## config.mk

```make
export PLATFORM = sky130hd
export DESIGN_NAME = fwc_regs
export DESIGN_NICKNAME = d
export VERILOG_FILES = /design/src/hdl/fwc_pkg.sv /design/src/hdl/fwc_byte_reg.sv /design/src/hdl/fwc_regs.sv
export VERILOG_INCLUDE_DIRS = /design/src /design/src/hdl
export SDC_FILE = /design/constraint.sdc
export NUM_CORES = 1
export LEC_CHECK = 0
export BUFFER_PORTS_ARGS = -buffer_cell sky130_fd_sc_hd__buf_2
export CAP_MARGIN = 20
export CORE_MARGIN = 5
export CORE_UTILIZATION = 45
export DETAILED_ROUTE_END_ITERATION = 16
export PLACE_DENSITY = 0.66
export REMOVE_ABC_BUFFERS = 1
export SYNTH_ARGS = -nofsm -noshare
export SYNTH_HDL_FRONTEND = slang
export SYNTH_HIERARCHICAL = 1
export SYNTH_SLANG_ARGS = --single-unit
```

## constraint.sdc

```tcl
create_clock -name clk_sys -period 1.7 [get_ports clk_sys]
set_clock_uncertainty 0.05 [all_clocks]
set_input_delay 0 -clock clk_sys [delete_from_list [all_inputs] [get_ports clk_sys]]
set_output_delay 0 -clock clk_sys [all_outputs]
set_load 0.05 [all_outputs]
```

## src/hdl/fwc_defs.svh

```systemverilog
// register offsets, field widths and reset values of the window bank
`ifndef FWC_DEFS_SVH
`define FWC_DEFS_SVH
`define FWC_ADDR_W        8
`define FWC_DATA_W        8
`define FWC_OFF_SRC_X_LO  8'hD0
`define FWC_OFF_SRC_X_HI  8'hD1
`define FWC_OFF_SRC_Y_LO  8'hD2
`define FWC_OFF_SRC_Y_HI  8'hD3
`define FWC_OFF_WIDTH_LO  8'hD4
`define FWC_OFF_WIDTH_HI  8'hD5
`define FWC_OFF_HEIGHT_LO 8'hD6
`define FWC_OFF_HEIGHT_HI 8'hD7
`define FWC_OFF_SCR_X_LO  8'hD8
`define FWC_OFF_SCR_X_HI  8'hD9
`define FWC_OFF_SCR_Y_LO  8'hDA
`define FWC_OFF_SCR_Y_HI  8'hDB
`define FWC_NUM_REGS      12
`define FWC_X_W           10
`define FWC_Y_W           9
`define FWC_RESET_VAL     8'h00
`define FWC_HI_MASK_X     8'h03
`define FWC_HI_MASK_Y     8'h01
`define FWC_LO_MASK       8'hFF
`endif

```

## src/hdl/fwc_pkg.sv

```systemverilog
// types shared by the window bank
package fwc_pkg;
    typedef struct packed {
        logic       wr;
        logic       rd;
        logic [7:0] addr;
        logic [7:0] wdata;
    } fwc_req_t;

    typedef struct packed {
        logic [9:0] src_x;
        logic [8:0] src_y;
        logic [9:0] width;
        logic [9:0] height;
        logic [9:0] scr_x;
        logic [8:0] scr_y;
    } fwc_cfg_t;
endpackage

```

## src/hdl/fwc_byte_reg.sv

```systemverilog
// one byte register with a writable bit mask
`timescale 1ns/1ps
`include "fwc_defs.svh"
module fwc_byte_reg #(
    parameter logic [7:0] MASK = 8'hFF
) (
    input  wire logic       clk_sys,
    input  wire logic       rstn,
    input  wire logic       we,
    input  wire logic [7:0] wdata,
    output logic      [7:0] q
);
    logic [7:0] q_r;
    logic [7:0] q_nxt;

    // reserved bits never take written ones
    assign q_nxt = we ? (wdata & MASK) : q_r;
    assign q     = q_r;

    always_ff @(posedge clk_sys) begin
        if (!rstn) begin
            q_r <= `FWC_RESET_VAL;
        end else begin
            q_r <= q_nxt;
        end
    end
endmodule

```

## src/hdl/fwc_regs.sv

```systemverilog
// floating window configuration bank behind the host byte port
// What this block does
// - source x start bits 7-0 in a read-write byte, reset zero
// - source x start bits 9-8 in high byte bits 1-0, rest read zero
// - source y start bits 7-0 in a read-write byte, reset zero
// - source y start bit 8 in high byte bit 0, bits 7-1 read zero
// - width bits 7-0 in a read-write byte, reset zero
// - width bits 9-8 in high byte bits 1-0, rest read zero
// - height bits 7-0 in a read-write byte, reset zero
// - height bits 9-8 in high byte bits 1-0, rest read zero
// - screen x position bits 7-0 in a read-write byte, reset zero
// - screen x bits 9-8 in high byte bits 1-0, rest read zero
// - screen y position bits 7-0 in a read-write byte, reset zero
// - screen y bit 8 in high byte bit 0, bits 7-1 read zero
`timescale 1ns/1ps
`include "fwc_defs.svh"
module fwc_regs (
    input  wire logic               clk_sys,
    input  wire logic               rstn,
    input  wire fwc_pkg::fwc_req_t  req,
    output logic      [7:0]         rdata,
    output logic                    rvalid,
    output logic                    hit,
    output fwc_pkg::fwc_cfg_t       cfg
);
    localparam int N = `FWC_NUM_REGS;

    // writable masks per index; odd indices are high bytes
    localparam logic [7:0] MASKS [N] = '{
        `FWC_LO_MASK, `FWC_HI_MASK_X,
        `FWC_LO_MASK, `FWC_HI_MASK_Y,
        `FWC_LO_MASK, `FWC_HI_MASK_X,
        `FWC_LO_MASK, `FWC_HI_MASK_X,
        `FWC_LO_MASK, `FWC_HI_MASK_X,
        `FWC_LO_MASK, `FWC_HI_MASK_Y
    };

    logic [7:0] offs;
    logic       in_range;
    logic [3:0] idx;
    logic [7:0] q [N];
    logic [7:0] rd_sel;
    logic [7:0] rdata_r;
    logic       rvalid_r;
    logic       hit_r;
    fwc_pkg::fwc_cfg_t cfg_r;
    fwc_pkg::fwc_cfg_t cfg_nxt;

    // address decode
    assign offs     = req.addr - `FWC_OFF_SRC_X_LO;
    assign in_range = (req.addr >= `FWC_OFF_SRC_X_LO)
                    && (req.addr <= `FWC_OFF_SCR_Y_HI);
    assign idx      = offs[3:0];

    genvar g;
    generate
        for (g = 0; g < N; g++) begin : g_reg
            logic we_g;
            assign we_g = req.wr && in_range && (idx == 4'(g));
            // storage per byte; mask drops reserved bits
            fwc_byte_reg #(
                .MASK (MASKS[g])
            ) u_reg (
                .clk_sys (clk_sys),
                .rstn    (rstn),
                .we      (we_g),
                .wdata   (req.wdata),
                .q       (q[g])
            );
        end
    endgenerate

    // read mux; reserved bits come back zero from storage
    assign rd_sel = in_range ? q[idx] : `FWC_RESET_VAL;

    // geometry fields joined from byte pairs
    assign cfg_nxt.src_x  = {q[1][1:0], q[0]};
    assign cfg_nxt.src_y  = {q[3][0], q[2]};
    assign cfg_nxt.width  = {q[5][1:0], q[4]};
    assign cfg_nxt.height = {q[7][1:0], q[6]};
    assign cfg_nxt.scr_x  = {q[9][1:0], q[8]};
    assign cfg_nxt.scr_y  = {q[11][0], q[10]};

    assign rdata  = rdata_r;
    assign rvalid = rvalid_r;
    assign hit    = hit_r;
    assign cfg    = cfg_r;

    // read answer registered one cycle after the request
    always_ff @(posedge clk_sys) begin
        if (!rstn) begin
            rdata_r  <= 8'h00;
            rvalid_r <= 1'b0;
            hit_r    <= 1'b0;
        end else begin
            rdata_r  <= req.rd ? rd_sel : 8'h00;
            rvalid_r <= req.rd;
            hit_r    <= (req.rd || req.wr) && in_range;
        end
    end

    // geometry to the display logic
    always_ff @(posedge clk_sys) begin
        if (!rstn) begin
            cfg_r <= '0;
        end else begin
            cfg_r <= cfg_nxt;
        end
    end
endmodule

```

Word level (Yosys, flattened, before mapping). Index checks and enable logic that the tools add are counted.

Add/sub/neg operators: 1. Mux-type cells: 3. Magnitude comparators: 3. Bitwise logic cells: 1. Reduce and logical (&&, ||, !) cells: 18. Equal/unequal tests: 11.

Operators with widths (number): 8-bit binary-select mux with 4-bit select (1); 4-bit by 3-bit == test with 1-bit output, second input constant (4); 4-bit == test, second input constant (4); 8-bit 2-to-1 mux (2); 1-bit logical AND (15); 4-bit by 2-bit == test with 1-bit output, second input constant (2); 8-bit >= comparator, second input constant (1); 8-bit <= comparator, second input constant (1); 5-bit >= comparator, second input constant (1); 4-bit inverter with 5-bit output (1); 4-bit by 1-bit == test with 1-bit output, second input constant (1); 4-bit zero test (1); 4-bit by 1-bit subtractor with 4-bit output, second input constant (1); 3-bit AND reduction (1); 1-bit logical OR (1).

Bits of input ports: 20. Output and inout bits: 68. Flip-flop bits (word level): 126. Logic and storage cells: 58.

Depth between registers and ports, before layout. Gate-level depths: netlist of run 1.

Word-level depth: 5. Depth in mapped cells: 7. Gate-level depth less buffers: 5.

Modules after synthesis. The synthesis of run 1 kept the hierarchy.

By module, submodules not included: fwc_regs (sequential area each 1361.3 um2, instances 1, cells each 213, area an instance 2697.6 um2); fwc_byte_reg (g_reg[0].u_reg ...) (sequential area each 160.2 um2, instances 6, cells each 25, area an instance 301.5 um2); fwc_byte_reg (g_reg[1].u_reg ...) (sequential area each 40.0 um2, instances 4, cells each 13, area an instance 121.4 um2); fwc_byte_reg (g_reg[11].u_reg ...) (sequential area each 20.0 um2, instances 2, cells each 11, area an instance 92.6 um2).

Least setup slack after synthesis of run 1. OpenSTA, ideal clock, no wires.

Kind: input-to-reg. Start: in req[13] in the netlist's numbering. End: reg g_reg[0].u_reg.q_r[0]. Setup time: 0.116 ns. Arrival: 1.132 ns. Data required time: 1.534 ns. Path slack: 0.402 ns. Stages on the path: 7. Path buffers: 2. Cell sequence: and4b_1 > clkbuf_4 > nand4bb_1 > nor3_1 > buf_6 > mux2i_1 > nor2b_1.

Longest elaborated chain between the ends: 4. Elaborated cells on any way between the ends: 5. Those cells by class: order compare (2); reduce/logical (3).

Ends and longest elaborated chain: from (decl) (RTL line fwc_regs.sv:20) `input wire fwc_pkg::fwc_req_t req,`; 8-bit >= comparator (no source line) / 8-bit <= comparator (equally long branches); 1-bit logical AND * (RTL line fwc_regs.sv:51) `` assign in_range = (req.addr >= `FWC_OFF_SRC_X_LO) ``; 1-bit logical AND * (2 in a row) (RTL line fwc_regs.sv:59) `assign we_g = req.wr && in_range && (idx == 4'(g));`; net g_reg[0].we_g (RTL line fwc_regs.sv:58) `logic we_g;`; to (signal assigned) (RTL line fwc_byte_reg.sv:22) `` q_r <= `FWC_RESET_VAL; ``; to (signal assigned) (RTL line fwc_byte_reg.sv:24) `q_r <= q_nxt;`; to (decl) (RTL line fwc_byte_reg.sv:13) `logic [7:0] q_r;`.

The timed path passes the listed nets; every way through them passes the cells marked *. A chain may end at the register's enable or synchronous reset.

Worst setup path after layout of run 1.
Start: reg g_reg[6].u_reg.q_r[0]. End: reg rdata_r[0] (netlist: rdata[0]).

Longest elaborated chain between the ends: 3.

Ends and longest elaborated chain: from (decl) (RTL line fwc_byte_reg.sv:13); from (signal assigned) (RTL line fwc_byte_reg.sv:22); from (signal assigned) (RTL line fwc_byte_reg.sv:24); 8-bit binary-select mux with 4-bit select (RTL line fwc_regs.sv:74) `` assign rd_sel = in_range ? q[idx] : `FWC_RESET_VAL; ``; 8-bit 2-to-1 mux (implied by the code) (2 in a row) (RTL line fwc_regs.sv:74); to (signal assigned) (RTL line fwc_regs.sv:96) `rdata_r <= req.rd ? rd_sel : 8'h00;`; to (decl) (RTL line fwc_regs.sv:43) `logic [7:0] rdata_r;`.

Every way passes these cells. The select of a mux whose other input is x is not followed.

==> impl_metrics.tcl, run 1 <==
set metrics [dict create \
    fmax_ghz 0.780 \
    synthAdderAreaFrac 0 \
    syn_area_um2 5180 \
    yosysSeqAreaShare 0.487 \
    synth-xor-area-share 0 \
    core_um2 11400 \
    avgViaCountPerCell 4.68 \
    status "finished clean" \
    tritoncts "built" \
    cts_sinks 126 \
    grt-busiest-layer "met2" \
    synth_compound_area_frac 0.0118 \
    start_util 0.455 \
    whs_ps 15.1 \
    globalRouteMet3Util 0.0494 \
    rsz0062_at_grt "no" \
    met2_usage 0.288 \
    rows 39 \
    ys_ff_latch 126 \
    vias 3268 \
    ys_types 26 \
    place.gp.congestion 0.794 \
    grt_usage 0.167 \
    synth_top_family_by_area "multiplexers" \
    worstPathRequired_ps 1930 \
    dp_cells 657 \
    vdd_drop_max_uv 746 \
    grt_max_degree 118 \
    design_area_um2 6420 \
    setup_slack_ps 418 \
    drive_gt1_frac 0.295 \
    dpl-instance-area_um2 5620 \
    finalSetupViolCount 0 \
    cap_violations 0 \
    nFillCells 985 \
    hold_viol 0 \
    yosys-mux-area-fraction 0.233 \
    place_ws_ps 170 \
    cp.arrival_ps 1510 \
    die_area_um2 13800 \
    min_period_ps 1280 \
    totalWireLength_mm 10.8 \
    portBuffers 87 \
    design_power_total_mw 7.43 \
    grt_pass1_vias 3385 \
    dr.first_iter.drc_count 146 \
    final_max_slew_viol_count 0 \
    stdcell_count 699 \
    antenna_found_initial 0 \
    antenna_cells 0 \
    grt_pass1_wl_mm 17.1 \
    ant_nets 0 \
    post_cts_buffers 0 \
    numCtsBuffers 17 \
    cts_root_buf "clkbuf_16" \
    clock_latency_ps 410 \
    die_h_um 117 \
    worst_setup_path_start_kind "register" \
    crit_fanout 3 \
    cellPowerDensity_nw_per_um2 1160 \
    synth_simple_gate_area_frac 0.169 \
    final.period_utilization 0.754 \
    syn_area_per_cell_um2 11.8 \
    synthCells 437 \
    first_pass_iters 4 \
    use_met1 0.191 \
    area_delta_synth_final_pct 24.0 \
    worstSetupEndpointType "register" \
    cts_buffer_depth 2 \
    hpwl_mm 7.31 \
    io_pins 88 \
    grt_remaining_overflow 0 \
    cts_max_level 4 \
    hold_path_class "primary input to register" \
    leakage_nw 2.67 \
    wl_per_cell_um 15.4 \
    die_width_um 117 \
    path_clk_slew_ps 60 \
    nNetsFinal 563 \
    yosys_warnings 6 \
    drc_errors 0 \
    path_class "register to register" \
]
[flip-flops by register name (all words and copies together), names as in the netlist]
| register | cells |
|---|---|
| cfg | 58 |
| rvalid | 1 |
| rdata | 8 |
| g.u_reg/q | 58 |
| hit | 1 |
[routing by layer]
metal	routed length, um	vias up
met2	5590	69
li1	-	1608
met1	4530	1573
met3	443	18
met5	0	-
met4	222	0
[metrics by stage]
step	util	setup TNS [ps]
6_report	0.565	0
5_1_grt	0.565	0
4_1_cts	0.565	0
3_5_place_dp	0.494	0
3_3_place_gp	0.494	0
2_1_floorplan	-	-4730
[final timing paths]
kind | slack [ps] | start | endpoint | depth (start not counted)
worst max-delay path | 420 | g_reg[6].u_reg/q[0] | rdata[0] | 3
worst max register to register | 420 | g_reg[6].u_reg/q[0] | rdata[0] | 3
worst min register to register | 430 | g_reg[9].u_reg/q[0] | cfg[17] | 1
worst min-delay path | 20 | req[10] | rdata[3] | 3
[worst max-delay path, cell delays in order, from the launching register on]
cell	delay, ps
dfxtp_1	330
mux4_4	590
inv_1	90
o22ai_1	80
[cell usage after synthesis]
cell type  number  area share
nor3_1          3      0.0029
buf_4          40       0.058
inv_1           8      0.0058
nand4b_1        2      0.0034
o22ai_1         8      0.0097
mux4_2         22       0.096
clkbuf_1        6      0.0043
mux2i_1        66        0.13
mux4_4          1      0.0048
and2_1         58       0.070
o2111a_1        1      0.0022
nand2b_1        2      0.0024
nor2b_1        58       0.070
nand4bb_1       1      0.0022
conb_1          6      0.0043
dfxtp_1       126        0.49
mux4_1          1      0.0051
clkbuf_4        1      0.0015
nand4b_4        1      0.0046
nor2_1          9      0.0065
buf_2           1     0.00097
and4b_1         1      0.0019
and2_0          1      0.0012
nand3b_2        1      0.0022
nand2_1         2      0.0015
buf_6          11       0.024
[repair_timing]
action,4_1_cts,5_1_grt
hold buffers,10,0
endpoints found under the hold margin,58,0
gates resized for setup,0,0
[layout by cell type (no fill, tap or decap), drive strengths merged, types with 3 or more instances in the layout]
master / n
dlygate4sd3: 10
and2: 59
conb: 38
nor2: 9
o22ai: 8
nor2b: 58
mux2i: 66
dfxtp: 126
clkbuf: 20
nor3: 3
buf: 104
mux4: 24
bufinv: 6
inv: 9
nand4b: 3
clkinv: 4
[logic make-up (layout without fill, tap and decap cells)]
family / count (synthesis) / after routing
buffers and inverters: 67 / 154
multiplexers: 90 / 90
other: 6 / 38
AO/OA/AOI/OAI: 9 / 9
AND/OR/NAND/NOR: 139 / 139
flip-flops: 126 / 126
[report_power, final]
| group | total [mW] | switching (mW) | internal, mW |
|---|---|---|---|
| logic | 0.294 | 0.157 | 0.137 |
| registers | 2.96 | 0.00197 | 2.96 |
| clock network | 4.18 | 1.30 | 2.88 |
[layout make-up]
type,instances,area [um^2],area share
inverter,8,30.0,0.00468
clock buffer,20,467,0.0727
tap,143,179,0.0279
clock inverter,12,231,0.0361
timing repair buffer,114,688,0.107
multi-input combinational,276,2300,0.358
sequential,126,2520,0.393
Power figures use the tool's default switching activity.
==> inputs of run 2 (changes only) <==
- clock period: 1.7 -> 1.2 ns (I/O delays scaled with it)
==> run 2 against run 1 <==
  * The run now ends with setup timing left
  * Power is 29% higher
  * Largest power group unchanged
  * Sequential cell count is the same
  * Worst setup slack worse by 500 ps
  * Critical path depth is the same
==> impl_metrics.tcl, run 2 (same netlist as run 1, synthesis figures left out) <==
set metrics [dict create \
    area_delta_synth_final_pct 29.6 \
    hpwl_mm 7.57 \
    nFillCells 973 \
    ant_nets 0 \
    min_period_ps 1280 \
    cts_max_level 4 \
    worstPathRequired_ps 1430 \
    core_um2 11400 \
    dr.first_iter.drc_count 148 \
    start_util 0.455 \
    final_max_slew_viol_count 0 \
    p_int_mw 7.59 \
    fmax_ghz 0.783 \
    totalWireLength_mm 10.9 \
    vdd_drop_max_uv 986 \
    antenna_cells 0 \
    final.period_utilization 1.06 \
    grt_pass1_vias 3462 \
    p_sw_frac 0.210 \
    rows 39 \
    p_seq_frac 0.436 \
    vias 3442 \
    die_h_um 117 \
    grt_remaining_overflow 0 \
    worstSetupEndpointType "register" \
    final_common_cell "dfxtp_1" \
    cp.arrival_ps 1510 \
    cellPowerDensity_nw_per_um2 1430 \
    hold_path_class "primary input to register" \
    avgViaCountPerCell 4.59 \
    worst_setup_path_start_kind "register" \
    path_clk_slew_ps 50 \
    nNetsFinal 615 \
    grt_pass1_wl_mm 17.2 \
    io_pins 88 \
    status "finished, violations left" \
    grt_usage 0.168 \
    place_ws_ps -334 \
    wl_per_cell_um 14.6 \
    worstHoldStart "req[16]" \
    power_switching_mw 2.02 \
    cts_root_buf "clkbuf_16" \
    drive_gt1_frac 0.376 \
    r2r_start "g_reg[10].u_reg/q[1]" \
    cts_buffer_depth 2 \
    clock_latency_ps 420 \
    drc_errors 0 \
    path_class "register to register" \
    design_power_total_mw 9.62 \
    crit_fanout 2 \
    p_clk_frac 0.517 \
    startpoint "g_reg[10].u_reg/q[1]" \
    portBuffers 87 \
    reg2reg_setup_slack_ps -80 \
    rsz0062_at_grt "yes" \
    die_width_um 117 \
    whs_ps 95.4 \
    setup_slack_ps -77.5 \
    first_pass_iters 4 \
    numCtsBuffers 17 \
    cap_violations 0 \
    final_cell_mix "dfxtp_1 (116), buf_2 (87), buf_4 (67)" \
    leakage_nw 2.89 \
    violations "setup timing" \
    hold_viol 0 \
    cts_sinks 126 \
    finalSetupViolCount 5 \
    tritoncts "built" \
    antenna_found_initial 0 \
    place.gp.congestion 0.787 \
    p_comb_frac 0.046 \
    die_area_um2 13800 \
    grt_max_degree 118 \
]
-- run 2: power by group through the flow --
stage | Clock [mW] | Sequential, mW | Combinational [mW]
final | 4.98 | 4.19 | 0.446
after global routing | 5.26 | 4.19 | 0.484
after CTS | 5.05 | 4.19 | 0.440
after floorplan | 0 | 4.30 | 0.163
after global placement | 0 | 4.28 | 0.412
after detailed placement | 0 | 4.28 | 0.415
-- run 2: through the flow --
step           utilization  area [um^2]  instances  setup TNS (ps)
2_1_floorplan            -         4840        410          -25700
5_1_grt              0.590         6710        750            -520
3_3_place_gp         0.526         5980        705          -13370
4_1_cts              0.588         6690        748            -192
3_5_place_dp         0.526         5980        705          -15520
6_report             0.590         6710        750            -169
-- run 2: final timing paths --
path,to,cells past startpoint
worst max register to register,rdata[1],3
worst min-delay path,rvalid,3
worst min register to register,cfg[12],1
worst max-delay path,rdata[1],3
-- run 2: timing repair --
item | 4_1_cts | 5_1_grt
setup endpoints to repair | 6 | 11
buffers inserted | 2 | 2
endpoints found under the hold margin | 59 | 0
pin swaps | 2 | 1
hold buffers | 10 | 0
gates resized for setup | 6 | 7
-- run 2: metal layers --
metal | GRT usage | up-vias | wire (um)
met4 | 0.0734 | 0 | 240
met2 | 0.285 | 79 | 5560
li1 | - | 1712 | -
met1 | 0.198 | 1632 | 4550
met5 | 0 | - | 0
met3 | 0.0452 | 19 | 562
-- run 2: final cells by class --
type / count / area (um^2) / area share
inverters: 8 / 30.0 / 0.00448
flip-flops and latches: 126 / 2530 / 0.378
well taps: 143 / 179 / 0.0267
clock buffers: 20 / 467 / 0.0696
multi-input cells: 276 / 2300 / 0.343
repair buffers: 166 / 1080 / 0.161
clock inverters: 11 / 116 / 0.0173
-- run 2: critical path, stage by stage, from the launching register on --
cell and delay, ps:
dfxtp_1 300, mux4_2 470, mux2i_1 200, o22ai_1 120
==> inputs of run 3 (changes only) <==
- RECOVER_POWER: not set -> 100
==> run 3 against run 2 <==
  * The run still ends with setup timing left
  * Count of clock-buffer cells in the layout did not move
  * Combinational power fell by 0.9%
  * Worst hold slack got worse by 8.6 ps
  * Global-route usage did not move
  * Critical path type unchanged
  * Critical endpoint unchanged
  * Largest power group unchanged
==> impl_metrics.tcl, run 3 (same netlist as run 1, synthesis figures left out) <==
set metrics [dict create \
    status "finished, violations left" \
    violations "setup timing" \
    min_period_ps 1270 \
    worstPathRequired_ps 1430 \
    clock_latency_ps 420 \
    r2r_start "g_reg[10].u_reg/q[1]" \
    p_sw_frac 0.210 \
    path_delay_family "multiplexers" \
    cts_root_buf "clkbuf_16" \
    area_delta_synth_final_pct 28.4 \
    vias 3479 \
    crit_buf_inv 0 \
    finalSetupViolCount 5 \
    worst_setup_path_start_kind "register" \
    antenna_found_initial 0 \
    vdd_drop_max_uv 984 \
    power_switching_mw 2.02 \
    grt_usage 0.168 \
    final_cell_mix "dfxtp_1 (125), clkbuf_2 (73), mux2i_1 (66)" \
    rsz0062_at_grt "yes" \
    hpwl_mm 7.57 \
    use_met1 0.198 \
    hold_viol 0 \
    timing.rr.end "rdata[1]" \
    antenna_cells 0 \
    design_area_um2 6650 \
    setup_slack_ps -73.5 \
    grt_max_degree 118 \
    core_um2 11400 \
    wl_per_cell_um 14.4 \
    cts_sinks 126 \
    nNetsFinal 615 \
    drive_gt1_frac 0.348 \
    path_clk_slew_ps 50 \
    worst_path_max_delay_cell "mux4_2" \
    grt_pass1_vias 3462 \
    die_width_um 117 \
    p_comb_frac 0.046 \
    ant_nets 0 \
    cts_max_level 4 \
    reg2reg_setup_slack_ps -70 \
    die_h_um 117 \
    final_common_cell "dfxtp_1" \
    slowest_delay_ps 470 \
    tns_ps -160 \
    crit_fanout 2 \
    fmax_ghz 0.785 \
    path_class "register to register" \
    portBuffers 87 \
    crit_chain "mux4_2 -> mux2i_1 -> o22ai_1" \
    holdPathStages 3 \
    worstHoldStart "req[16]" \
    globalRouteMet3Util 0.0452 \
    p_seq_frac 0.437 \
    drc_errors 0 \
    final.period_utilization 1.06 \
    nFillCells 989 \
    grt-busiest-layer "met2" \
    io_pins 88 \
    grt_remaining_overflow 0 \
    hold_path_class "primary input to register" \
    met2_usage 0.285 \
    worstSetupEndpointType "register" \
    start_util 0.455 \
    dr.first_iter.drc_count 179 \
    final_max_slew_viol_count 0 \
    cellPowerDensity_nw_per_um2 1450 \
    p_int_mw 7.59 \
    first_pass_iters 4 \
    leakage_nw 2.77 \
    numCtsBuffers 17 \
    grt_pass1_wl_mm 17.2 \
    cap_violations 0 \
    rows 39 \
    place.gp.congestion 0.787 \
    cp.arrival_ps 1500 \
    cts_buffer_depth 2 \
    die_area_um2 13800 \
    min_to "rvalid" \
    avgViaCountPerCell 4.64 \
    tritoncts "built" \
    dpl-instance-area_um2 5980 \
    rr_worst_depth 3 \
    cp.depth 3 \
    totalWireLength_mm 10.8 \
    p_clk_frac 0.517 \
]
==> run 3: changes by cell type in the layout (fill, tap and decap cells not counted), sizes merged <==
cell    before  now
buf        156   60
clkbuf      20  116
==> run 3: area by class of cell <==
class | count | area, um^2 | area share
flip-flops and latches | 126 | 2520 | 0.380
repair buffers | 166 | 1040 | 0.157
inverters | 8 | 30.0 | 0.00452
well taps | 143 | 179 | 0.0269
clock inverters | 11 | 116 | 0.0175
multi-input cells | 276 | 2290 | 0.345
clock buffers | 20 | 467 | 0.0702
==> run 3: metal layers <==
metal	wire length (um)	vias up	part of all wire
met4	248	0	0.023
met1	4590	1660	0.42
met5	0	-	0
met2	5510	80	0.51
li1	-	1716	-
met3	483	23	0.045
==> run 3: power by group through the flow <==
stage	clock [mW]	combinational [mW]	sequential (mW)
6_report	4.97	0.442	4.20
5_1_grt	5.26	0.481	4.19
4_1_cts	5.05	0.440	4.19
3_5_place_dp	0	0.415	4.28
3_3_place_gp	0	0.412	4.28
2_1_floorplan	0	0.163	4.30
==> run 3: through the flow <==
step | hold WS (ps) | power, mW | std cells | utilization | setup WS [ps]
2_1_floorplan | 71.7 | 4.46 | 410 | - | -699
3_3_place_gp | 255 | 4.70 | 705 | 0.526 | -271
3_5_place_dp | 261 | 4.70 | 705 | 0.526 | -334
4_1_cts | 92.0 | 9.68 | 748 | 0.588 | -60.8
5_1_grt | 98.3 | 9.94 | 750 | 0.585 | -110
6_report | 86.8 | 9.61 | 750 | 0.585 | -73.5
==> run 3: worst max path at each step <==
| stage | startpoint | to | slack, ps |
|---|---|---|---|
| 2_1_floorplan | req[13] | g_reg[4].u_reg/q[0] | -700 |
| 3_3_place_gp | req[13] | g_reg[6].u_reg/q[2] | -270 |
| 3_5_place_dp | req[13] | g_reg[0].u_reg/q[5] | -330 |
| 4_1_cts | g_reg[0].u_reg/q[1] | rdata[1] | -60 |
| 5_1_grt | g_reg[10].u_reg/q[1] | rdata[1] | -110 |
| 6_report | g_reg[10].u_reg/q[1] | rdata[1] | -70 |
==> run 3: worst register-to-register path, cell delays in order, from the launching register on <==
cell and delay [ps]:
dfxtp_1 300, mux4_2 470, mux2i_1 200, o22ai_1 110
==> run 3: what timing repair did <==
item                                    CTS  global route
pin swaps                                 2             1
hold buffers                             10             0
setup buffers                             2             2
endpoints found under the setup margin    6            11
endpoints found under the hold margin    59             0
resized for setup                         6             7
